## src/common/aicd_consts.svh

```systemverilog
// Purpose: constants for the interrupt daisy-chain controller
// Assumes: one 25 MHz clock (40 ns period)
// Notes: vector bases are arbitrary defaults
`ifndef AICD_CONSTS_SVH
`define AICD_CONSTS_SVH
`define AICD_NUM_TX 3
`define AICD_NUM_RX 8
`define AICD_TX_CAUSES 6
`define AICD_RX_CAUSES 9
`define AICD_VEC_W 8
`define AICD_TX_VEC_BASE 8'h40
`define AICD_RX_VEC_BASE 8'h80
`define AICD_FIFO_DEPTH 16
`define AICD_SER_DIV 25
`endif

```

## src/common/aicd_pkg.sv

```systemverilog
// Purpose: types for the interrupt daisy-chain controller
// Assumes: constants come from aicd_consts.svh
// Notes: none
package aicd_pkg;
    typedef enum logic [1:0] {AICD_IDLE, AICD_ACK, AICD_HOLD} aicd_ack_e;
    typedef logic [7:0] aicd_vec_t;
endpackage : aicd_pkg

```

## src/hw/aicd_top.sv

```systemverilog
// Purpose: receive/transmit interrupt request, acknowledge and daisy chain
// Assumes: all inputs synchronous to ref_clk; causes arrive as pulses
// Notes: serial rate is an enable pulse divided from ref_clk
//
// Summary of operation
// tx chain enable in low grants this device permission to claim chain.
// tx chain enable out low only when input low and no tx pending.
// rx request open-drain, pending from 8 valid causes or parity cause.
// rx acknowledge while request active returns highest-priority rx vector.
// rx chain pair follows same daisy rules, independent of tx.
// each of 3 tx channels drives separate one and zero lines.
// each of 8 rx channels accepts separate one and zero lines.
// reset low puts all registers to defined state; the fifo storage mem_q is not reset.
// host interface and acknowledge timed by system clock.
// serial lines sampled on serial-rate enable, independent timing.
// vector placed on lower eight data bits only.
// tx request has six causes, fifo empty and end per channel.
// transfer ack during chip select access or either acknowledge cycle.
// request released once no cause remains on that path.
`include "aicd_consts.svh"
`timescale 1ns/1ps
module aicd_top #(
    parameter int NUM_TX = `AICD_NUM_TX,
    parameter int NUM_RX = `AICD_NUM_RX,
    parameter int DEPTH = `AICD_FIFO_DEPTH
) (
    input wire logic ref_clk,
    input wire logic rst_n,
    input wire logic chip_select_n,
    input wire logic [NUM_TX-1:0] tx_fifo_empty_evt,
    input wire logic [NUM_TX-1:0] tx_end_evt,
    input wire logic [NUM_TX-1:0] tx_one_bit,
    input wire logic [NUM_TX-1:0] tx_zero_bit,
    input wire logic [NUM_RX-1:0] rx_valid_evt,
    input wire logic rx_parity_evt,
    input wire logic [NUM_RX-1:0] rx_one_line,
    input wire logic [NUM_RX-1:0] rx_zero_line,
    output logic [NUM_RX-1:0] rx_one_seen,
    output logic [NUM_RX-1:0] rx_zero_seen,
    output logic [NUM_TX-1:0] tx_one_line,
    output logic [NUM_TX-1:0] tx_zero_line,
    input wire logic tx_chain_enable_in_n,
    output logic tx_chain_enable_out_n,
    input wire logic rx_chain_enable_in_n,
    output logic rx_chain_enable_out_n,
    output logic tx_irq_request_n_o,
    output logic tx_irq_request_n_oe,
    output logic rx_irq_request_n_o,
    output logic rx_irq_request_n_oe,
    input wire logic tx_irq_ack_n,
    input wire logic rx_irq_ack_n,
    output logic transfer_ack_n,
    output logic [15:0] data_o,
    output logic data_oe
);
    import aicd_pkg::*;
    // vector index is four bits wide, so cause counts are fixed
    if (NUM_TX != `AICD_NUM_TX || NUM_RX != `AICD_NUM_RX) begin : g_bad_count
        $error("channel counts fixed");
    end
    localparam int TXC = 2 * NUM_TX;
    localparam int RXC = NUM_RX + 1;

    logic [TXC-1:0] tx_pend_q;
    logic [RXC-1:0] rx_pend_q;
    logic [4:0] div_q;
    logic ser_en_q;
    aicd_ack_e st_q;
    logic ack_rx_q;
    logic [7:0] vec_q;
    logic tx_eo_q, rx_eo_q, tx_rq_q, rx_rq_q, xfer_ack_q, doe_q;
    logic [15:0] dout_q;
    logic [NUM_TX-1:0] tx1_q, tx0_q;
    logic [NUM_RX-1:0] rx1_q, rx0_q;

    // causes: tx bit 2i fifo empty, 2i+1 end of transmission
    logic [TXC-1:0] tx_set;
    logic [RXC-1:0] rx_set;
    for (genvar i = 0; i < NUM_TX; i++) begin : g_txc
        assign tx_set[2*i] = tx_fifo_empty_evt[i];
        assign tx_set[2*i+1] = tx_end_evt[i];
    end
    assign rx_set = {rx_parity_evt, rx_valid_evt};

    wire tx_any = |tx_pend_q;
    wire rx_any = |rx_pend_q;
    // lowest index wins; a pending device also blocks the chain below it
    wire tx_grant = !tx_chain_enable_in_n && tx_any && !tx_irq_ack_n;
    wire rx_grant = !rx_chain_enable_in_n && rx_any && !rx_irq_ack_n;
    logic [3:0] tx_idx, rx_idx;
    always_comb begin
        tx_idx = '0;
        for (int k = TXC - 1; k >= 0; k--) if (tx_pend_q[k]) tx_idx = 4'(k);
        rx_idx = '0;
        for (int k = RXC - 1; k >= 0; k--) if (rx_pend_q[k]) rx_idx = 4'(k);
    end
    wire [7:0] tx_vec = `AICD_TX_VEC_BASE + {4'h0, tx_idx};
    wire [7:0] rx_vec = `AICD_RX_VEC_BASE + {4'h0, rx_idx};
    wire start_ack = (st_q == AICD_IDLE) && (tx_grant || rx_grant);
    wire pick_rx = rx_grant && !tx_grant;
    wire [TXC-1:0] tx_clr = (start_ack && !pick_rx) ? TXC'(1) << tx_idx : '0;
    wire [RXC-1:0] rx_clr = (start_ack && pick_rx) ? RXC'(1) << rx_idx : '0;

    // serial-rate enable; limitation: a divided enable, not a second clock
    always_ff @(posedge ref_clk) begin
        if (!rst_n) begin
            div_q <= '0;
            ser_en_q <= 1'b0;
        end else begin
            div_q <= (div_q == 5'(`AICD_SER_DIV - 1)) ? '0 : div_q + 5'h1;
            ser_en_q <= (div_q == 5'(`AICD_SER_DIV - 1));
        end
    end

    always_ff @(posedge ref_clk) begin
        if (!rst_n) begin
            tx_pend_q <= '0;
            rx_pend_q <= '0;
        end else begin
            // set beats clear so an event during acknowledge is kept
            tx_pend_q <= (tx_pend_q & ~tx_clr) | tx_set;
            rx_pend_q <= (rx_pend_q & ~rx_clr) | rx_set;
        end
    end

    always_ff @(posedge ref_clk) begin
        if (!rst_n) begin
            tx_eo_q <= 1'b1;
            rx_eo_q <= 1'b1;
            tx_rq_q <= 1'b0;
            rx_rq_q <= 1'b0;
        end else begin
            tx_eo_q <= !(!tx_chain_enable_in_n && !tx_any);
            rx_eo_q <= !(!rx_chain_enable_in_n && !rx_any);
            tx_rq_q <= tx_any;
            rx_rq_q <= rx_any;
        end
    end

    // acknowledge: one vector per ack, then wait for ack release
    wire ack_done = tx_irq_ack_n && rx_irq_ack_n && chip_select_n;
    always_ff @(posedge ref_clk) begin
        if (!rst_n) begin
            st_q <= AICD_IDLE;
            ack_rx_q <= 1'b0;
            vec_q <= '0;
        end else begin
            case (st_q)
                AICD_IDLE: if (start_ack) begin
                    st_q <= AICD_ACK;
                    ack_rx_q <= pick_rx;
                    vec_q <= pick_rx ? rx_vec : tx_vec;
                end
                AICD_ACK: st_q <= AICD_HOLD;
                AICD_HOLD: if (ack_done) st_q <= AICD_IDLE;
                default: st_q <= AICD_IDLE;
            endcase
        end
    end

    logic f_rdy, f_vld;
    logic [7:0] f_data;
    aicd_fifo #(.WIDTH(8), .DEPTH(DEPTH)) u_fifo (
        .ref_clk(ref_clk),
        .rst_n(rst_n),
        .in_valid(st_q == AICD_ACK),
        .in_ready(f_rdy),
        .in_data(vec_q),
        .out_valid(f_vld),
        .out_ready(1'b1),
        .out_data(f_data)
    );

    always_ff @(posedge ref_clk) begin
        if (!rst_n) begin
            xfer_ack_q <= 1'b1;
            doe_q <= 1'b0;
            dout_q <= '0;
        end else begin
            xfer_ack_q <= !(!chip_select_n || f_vld);
            doe_q <= f_vld;
            dout_q <= f_vld ? {8'h00, f_data} : '0;
        end
    end

    always_ff @(posedge ref_clk) begin
        if (!rst_n) begin
            tx1_q <= '0;
            tx0_q <= '0;
            rx1_q <= '0;
            rx0_q <= '0;
        end else if (ser_en_q) begin
            tx1_q <= tx_one_bit & ~tx_zero_bit;
            tx0_q <= tx_zero_bit & ~tx_one_bit;
            rx1_q <= rx_one_line;
            rx0_q <= rx_zero_line;
        end
    end

    assign tx_one_line = tx1_q;
    assign tx_zero_line = tx0_q;
    assign rx_one_seen = rx1_q;
    assign rx_zero_seen = rx0_q;
    assign tx_chain_enable_out_n = tx_eo_q;
    assign rx_chain_enable_out_n = rx_eo_q;
    assign tx_irq_request_n_o = 1'b0;
    assign rx_irq_request_n_o = 1'b0;
    // enable low means driving low
    assign tx_irq_request_n_oe = !tx_rq_q;
    assign rx_irq_request_n_oe = !rx_rq_q;
    assign transfer_ack_n = xfer_ack_q;
    assign data_o = dout_q;
    assign data_oe = doe_q;

    chk_tx_chain_out: assert property (@(posedge ref_clk) disable iff (!rst_n)
        (!tx_chain_enable_in_n && !tx_any) |=> !tx_chain_enable_out_n)
        else $error("tx chain out not passed");
    chk_tx_chain_block: assert property (@(posedge ref_clk) disable iff (!rst_n)
        tx_any |=> tx_chain_enable_out_n)
        else $error("tx chain passed while pending");
    chk_rx_chain_out: assert property (@(posedge ref_clk) disable iff (!rst_n)
        rx_any |=> rx_chain_enable_out_n)
        else $error("rx chain passed while pending");
    chk_rx_req_set: assert property (@(posedge ref_clk) disable iff (!rst_n)
        $rose(rx_parity_evt) |=> ##1 !rx_irq_request_n_oe)
        else $error("rx request missing");
    chk_tx_req_set: assert property (@(posedge ref_clk) disable iff (!rst_n)
        (|tx_set) |=> ##1 !tx_irq_request_n_oe)
        else $error("tx request missing");
    chk_req_release: assert property (@(posedge ref_clk) disable iff (!rst_n)
        !rx_any |=> rx_irq_request_n_oe)
        else $error("rx request not released");
    chk_tx_req_release: assert property (@(posedge ref_clk) disable iff (!rst_n)
        !tx_any |=> tx_irq_request_n_oe)
        else $error("tx request not released");
    chk_vec_low: assert property (@(posedge ref_clk) disable iff (!rst_n)
        data_oe |-> data_o[15:8] == 8'h00)
        else $error("vector upper byte not zero");
    chk_ack_xfer: assert property (@(posedge ref_clk) disable iff (!rst_n)
        (st_q == AICD_IDLE && start_ack) |-> ##[2:4] !transfer_ack_n)
        else $error("no transfer ack on acknowledge");
    chk_rx_vec: assert property (@(posedge ref_clk) disable iff (!rst_n)
        (start_ack && pick_rx) |=> ack_rx_q && vec_q == $past(rx_vec))
        else $error("wrong rx vector");
    chk_fifo_room: assert property (@(posedge ref_clk) disable iff (!rst_n)
        (st_q == AICD_ACK) |-> f_rdy)
        else $error("vector fifo full on push");
    cov_tx_ack: cover property (@(posedge ref_clk) start_ack && !pick_rx);
    cov_rx_ack: cover property (@(posedge ref_clk) start_ack && pick_rx);
    cov_cs: cover property (@(posedge ref_clk) !chip_select_n ##1 !transfer_ack_n);
endmodule : aicd_top

```

## src/hw/aicd_fifo.sv

```systemverilog
// Purpose: vector fifo between acknowledge logic and data bus driver
// Assumes: single clock, synchronous active-low reset
// Notes: full and empty are exact
`timescale 1ns/1ps
module aicd_fifo #(
    parameter int WIDTH = 8,
    parameter int DEPTH = 16
) (
    input wire logic ref_clk,
    input wire logic rst_n,
    input wire logic in_valid,
    output logic in_ready,
    input wire logic [WIDTH-1:0] in_data,
    output logic out_valid,
    input wire logic out_ready,
    output logic [WIDTH-1:0] out_data
);
    localparam int AW = $clog2(DEPTH);
    // pointers wrap by bit width, so only powers of two are served
    if (DEPTH < 2 || (1 << AW) != DEPTH) begin : g_bad_depth
        $error("depth must be power of two");
    end
    logic [WIDTH-1:0] mem_q [DEPTH];
    logic [AW:0] wr_q;
    logic [AW:0] rd_q;
    wire push = in_valid && in_ready;
    wire pop = out_valid && out_ready;
    assign in_ready = (wr_q - rd_q) != (AW+1)'(DEPTH);
    assign out_valid = wr_q != rd_q;
    assign out_data = mem_q[rd_q[AW-1:0]];
    always_ff @(posedge ref_clk) begin
        if (!rst_n) begin
            wr_q <= '0;
            rd_q <= '0;
        end else begin
            if (push) wr_q <= wr_q + 1'b1;
            if (pop) rd_q <= rd_q + 1'b1;
        end
    end
    always_ff @(posedge ref_clk) begin
        if (push) mem_q[wr_q[AW-1:0]] <= in_data;
    end
endmodule : aicd_fifo

```

## config.mk

```make
export PLATFORM = sky130hd
export DESIGN_NAME = aicd_top
export DESIGN_NICKNAME = d
export VERILOG_FILES = /design/src/common/aicd_pkg.sv /design/src/hw/aicd_top.sv /design/src/hw/aicd_fifo.sv
export VERILOG_INCLUDE_DIRS = /design/src /design/src/common
export SDC_FILE = /design/constraint.sdc
export NUM_CORES = 1
export LEC_CHECK = 0
export ABC_AREA = 1
export BUFFER_PORTS_ARGS = -buffer_cell sky130_fd_sc_hd__clkbuf_2
export CAP_MARGIN = 20
export CELL_PAD_IN_SITES_DETAIL_PLACEMENT = 1
export CELL_PAD_IN_SITES_GLOBAL_PLACEMENT = 1
export CORE_MARGIN = 2
export CORE_UTILIZATION = 46
export DETAILED_ROUTE_END_ITERATION = 8
export PLACE_DENSITY_LB_ADDON = 0.1
export SLEW_MARGIN = 20
export SYNTH_ARGS = -nofsm -noshare
export SYNTH_HDL_FRONTEND = slang
export SYNTH_HIERARCHICAL = 1
export SYNTH_SLANG_ARGS = --single-unit
```

## constraint.sdc

```tcl
create_clock -name ref_clk -period 3.4 [get_ports ref_clk]
set_input_delay 0.17 -clock ref_clk [delete_from_list [all_inputs] [get_ports ref_clk]]
set_output_delay 0.17 -clock ref_clk [all_outputs]
set_load 0.05 [all_outputs]
```

==> summary.txt <==
GRT
  – Grt peak-use layer: met2
  – Vias in the first global route: 7152
  – GR Util met2: 0.454
  – Total gr overflow: 0
  – Antenna violations before repair: 0
  – Met3 usage in global routing: 0.0428
  – First-pass GRT wire length: 37900 µm
  – GR met1 Demand/Resource: 0.292
  – Tot GR Track Use: 0.247
  – Largest net degree at the start of global routing: 65

Clock network
  – Worst-skew pair later-pin latency: 510 ps
  – Sink Count: 207
  – CTS tree: built
  – Cells resized by post-CTS repair: 0
  – Hold buffer count at CTS: 40
  – Clock slew at reported path FFs: 60 ps
  – Clock root buffer: clkbuf_16
  – Total CTS buffers: 22
  – Clock Path Buffers: 3
  – Number of setup buffers added after CTS: 0
  – H-tree depth: 1

Setup path
  – Slowest library cell on the worst path: dfxtp_1
  – Worst Setup End Kind: flip-flop
  – WP buf/inv: 3
  – Worst path top cell family by delay: simple AND/OR/NAND/NOR gates
  – Slowest Stage Delay on Critical Path: 410 ps
  – Crit path max fanout: 16
  – Critical path launch point type: flip-flop
  – Most frequent CP cell: nand2_1
  – Critical-path cell list: inv_1 -> ha_1 -> inv_1 -> nand2_1 -> nand2_1 -> nand3_1 -> nand2_1 -> nor2_2 -> nand2_2 -> nand2_4 -> nor3_1 -> buf_4
  – Worst Path Arrival: 2650 ps
  – WP data required: 3620 ps
  – Worst Setup Path Type: flip-flop to flip-flop

Finish
  – Most frequent cells in the layout: 173 x nor2_1, 128 x edfxtp_1, 110 x o21ai_0, 82 x inv_1
  – Share of cells above drive strength 1: 0.155
  – Synthesis-to-finish area growth: 22.0%
  – Most common cell after layout, fill and taps aside: nor2_1
  – Nets@finish: 1072
  – Reg area: 0.00543 mm²
  – Fillers: 2017
  – Antenna diode count: 0
  – Area of the multi-input gates: 0.00275 mm²

Placed design
  – Detailed placement HPWL: 15300 µm
  – I/O Buffers: 79
  – Placer Congestion: 0.855

Power and ir drop
  – Lkg Pwr: 4.28 nW
  – Psw: 0.00204 W
  – VDD IR max: 0.354 mV
  – Switching Fraction: 0.307
  – Clock power frac: 0.371
  – Logic pwr share: 0.202
  – P_int: 0.00460 W
  – Reg power frac: 0.427
  – Design Power: 0.00664 W
  – PwrDens: 634 mW/mm²

STA
  – Slew headroom: 0.369
  – Final Max Tran Viols: 0
  – Fin. Hold Viols: 0
  – Fmax: 411 MHz
  – Final Setup Violations: 0
  – Worst clock skew: 7.72 ps
  – Period utilisation layout: 0.716
  – Fin crit period: 2440 ps
  – Worst Tran Pin Value: 945 ps
  – Unrepaired setup endpoints after global routing: false
  – Post-route setup TNS: 0 ps

Route
  – Overall routed net length: 24100 µm
  – DR vias: 6619
  – TritonRoute pass-1 iters: 5
  – Routed vias/inst: 5.24
  – Drt first-iter violations: 302
  – Routed WL per cell: 19.1 µm
  – Post-route ant nets: 0
  – # DRC: 0

Logic synthesis
  – Post-synth ARST share: 0
  – Cells after Synth: 857
  – Post-synthesis cell type count: 37
  – Yosys warning total: 6
  – Synthesized flop and latch total: 207
  – Main synth FF type: edfxtp_1
  – Syn Area/Cell: 10.0 µm²
  – Sequential area share after synthesis: 0.632
  – Post-Syn Area: 0.00859 mm²
  – Post-synth EDFFs: 128

Floorplan
  – Die Wd: 141 µm
  – Core region area: 0.0181 mm²
  – IO Pins: 90
  – Row count: 49
  – Die Y-Extent: 141 µm
  – Die area: 0.0198 mm²
  – Starting Density: 0.473

Run
  – Max_cap viols: 0

Hold path
  – Worst Hold Class: input pin to flip-flop

Run status
  – Status: completed
cell type report:
class                           instances  area share
Clock inverter                         14      0.0139
Inverter                               85      0.0304
Tap cell                              229      0.0273
Sequential cell                       207       0.518
Clock buffer                           26      0.0570
Multi-Input combinational cell        560       0.262
Timing Repair Buffer                  141      0.0917
registers in the layout, indices dropped and copies added (netlist names), 5 cells and up, named ones only:
signal / flops
rx_pend_q: 9
vec_q: 6
rx_zero_seen: 8
tx_pend_q: 6
u_fifo/rd_q: 5
div_q: 5
rx_one_seen: 8
u_fifo/wr_q: 5
u_fifo/mem_q: 128
data_o: 8
synth_stat cells (5+ instances only):
master	n	area [µm²]
ha_1	11	138
o21ai_1	5	25.0
nand3_1	27	135
buf_2	5	25.0
o21ai_0	110	551
edfxtp_1	128	3840
dfxtp_1	79	1580
nor3_1	19	95.1
nor2_1	173	649
nand2_1	69	259
clkbuf_1	18	67.6
o211ai_1	32	240
buf_1	5	18.8
buf_4	16	120
inv_1	82	308
a21oi_1	36	180
power groups by stage:
stage                     combinational (W)  clock (W)  sequential [W]
after floorplan                    0.000805          0         0.00299
after detailed placement            0.00128          0         0.00289
after global placement              0.00123          0         0.00288
after global routing                0.00148    0.00260         0.00285
final                               0.00134    0.00247         0.00284
after CTS                           0.00133    0.00251         0.00284
per-layer routing:
metal	up-vias	part of all wire
met1	3242	0.41
met2	166	0.52
li1	3167	-
met4	0	0.028
met5	-	0
met3	44	0.047
cell families after synthesis:
logic type | Yosys count | synth area share
AO/OA/AOI/OAI | 189 | 0.122
XOR/XNOR | 4 | 0.00408
adder cells (fa/ha/maj) | 11 | 0.0160
buffers and inverters | 131 | 0.0667
flip-flops | 207 | 0.632
other | 2 | 0.000874
AND/OR/NAND/NOR | 313 | 0.159
worst reg2reg max path, cell delays in order (launching register included):
cell and delay [ps]:
dfxtp_1 410, inv_1 130, ha_1 220, inv_1 80, nand2_1 100, nand2_1 110, nand3_1 100, nand2_1 100
nor2_2 40, nand2_2 200, nand2_4 210, nor3_1 230, buf_4 210
final timing paths:
check | slack [ps] | depth (start not counted) | startpoint | to
worst max-delay path | 960 | 12 | u_fifo/wr_q[0] | u_fifo/mem_q[11][2]
worst min-delay path | 9 | 4 | tx_one_bit[1] | tx_one_line[1]
worst max register to register | 960 | 12 | u_fifo/wr_q[0] | u_fifo/mem_q[11][2]
worst min register to register | 480 | 1 | tx_zero_line[0] | tx_zero_line[0]
through the flow:
stage	cells	area [µm²]	utilization	hold WS [ps]	setup WS, ps
after floorplan	898	8740	-	262	1040
after global placement	1182	9340	0.514	373	1200
after detailed placement	1182	9340	0.514	380	1030
after CTS	1262	10500	0.577	0.952	975
after global routing	1262	10500	0.577	26.1	761
final	1262	10500	0.577	8.66	964
(Power assumes the default switching activity.)
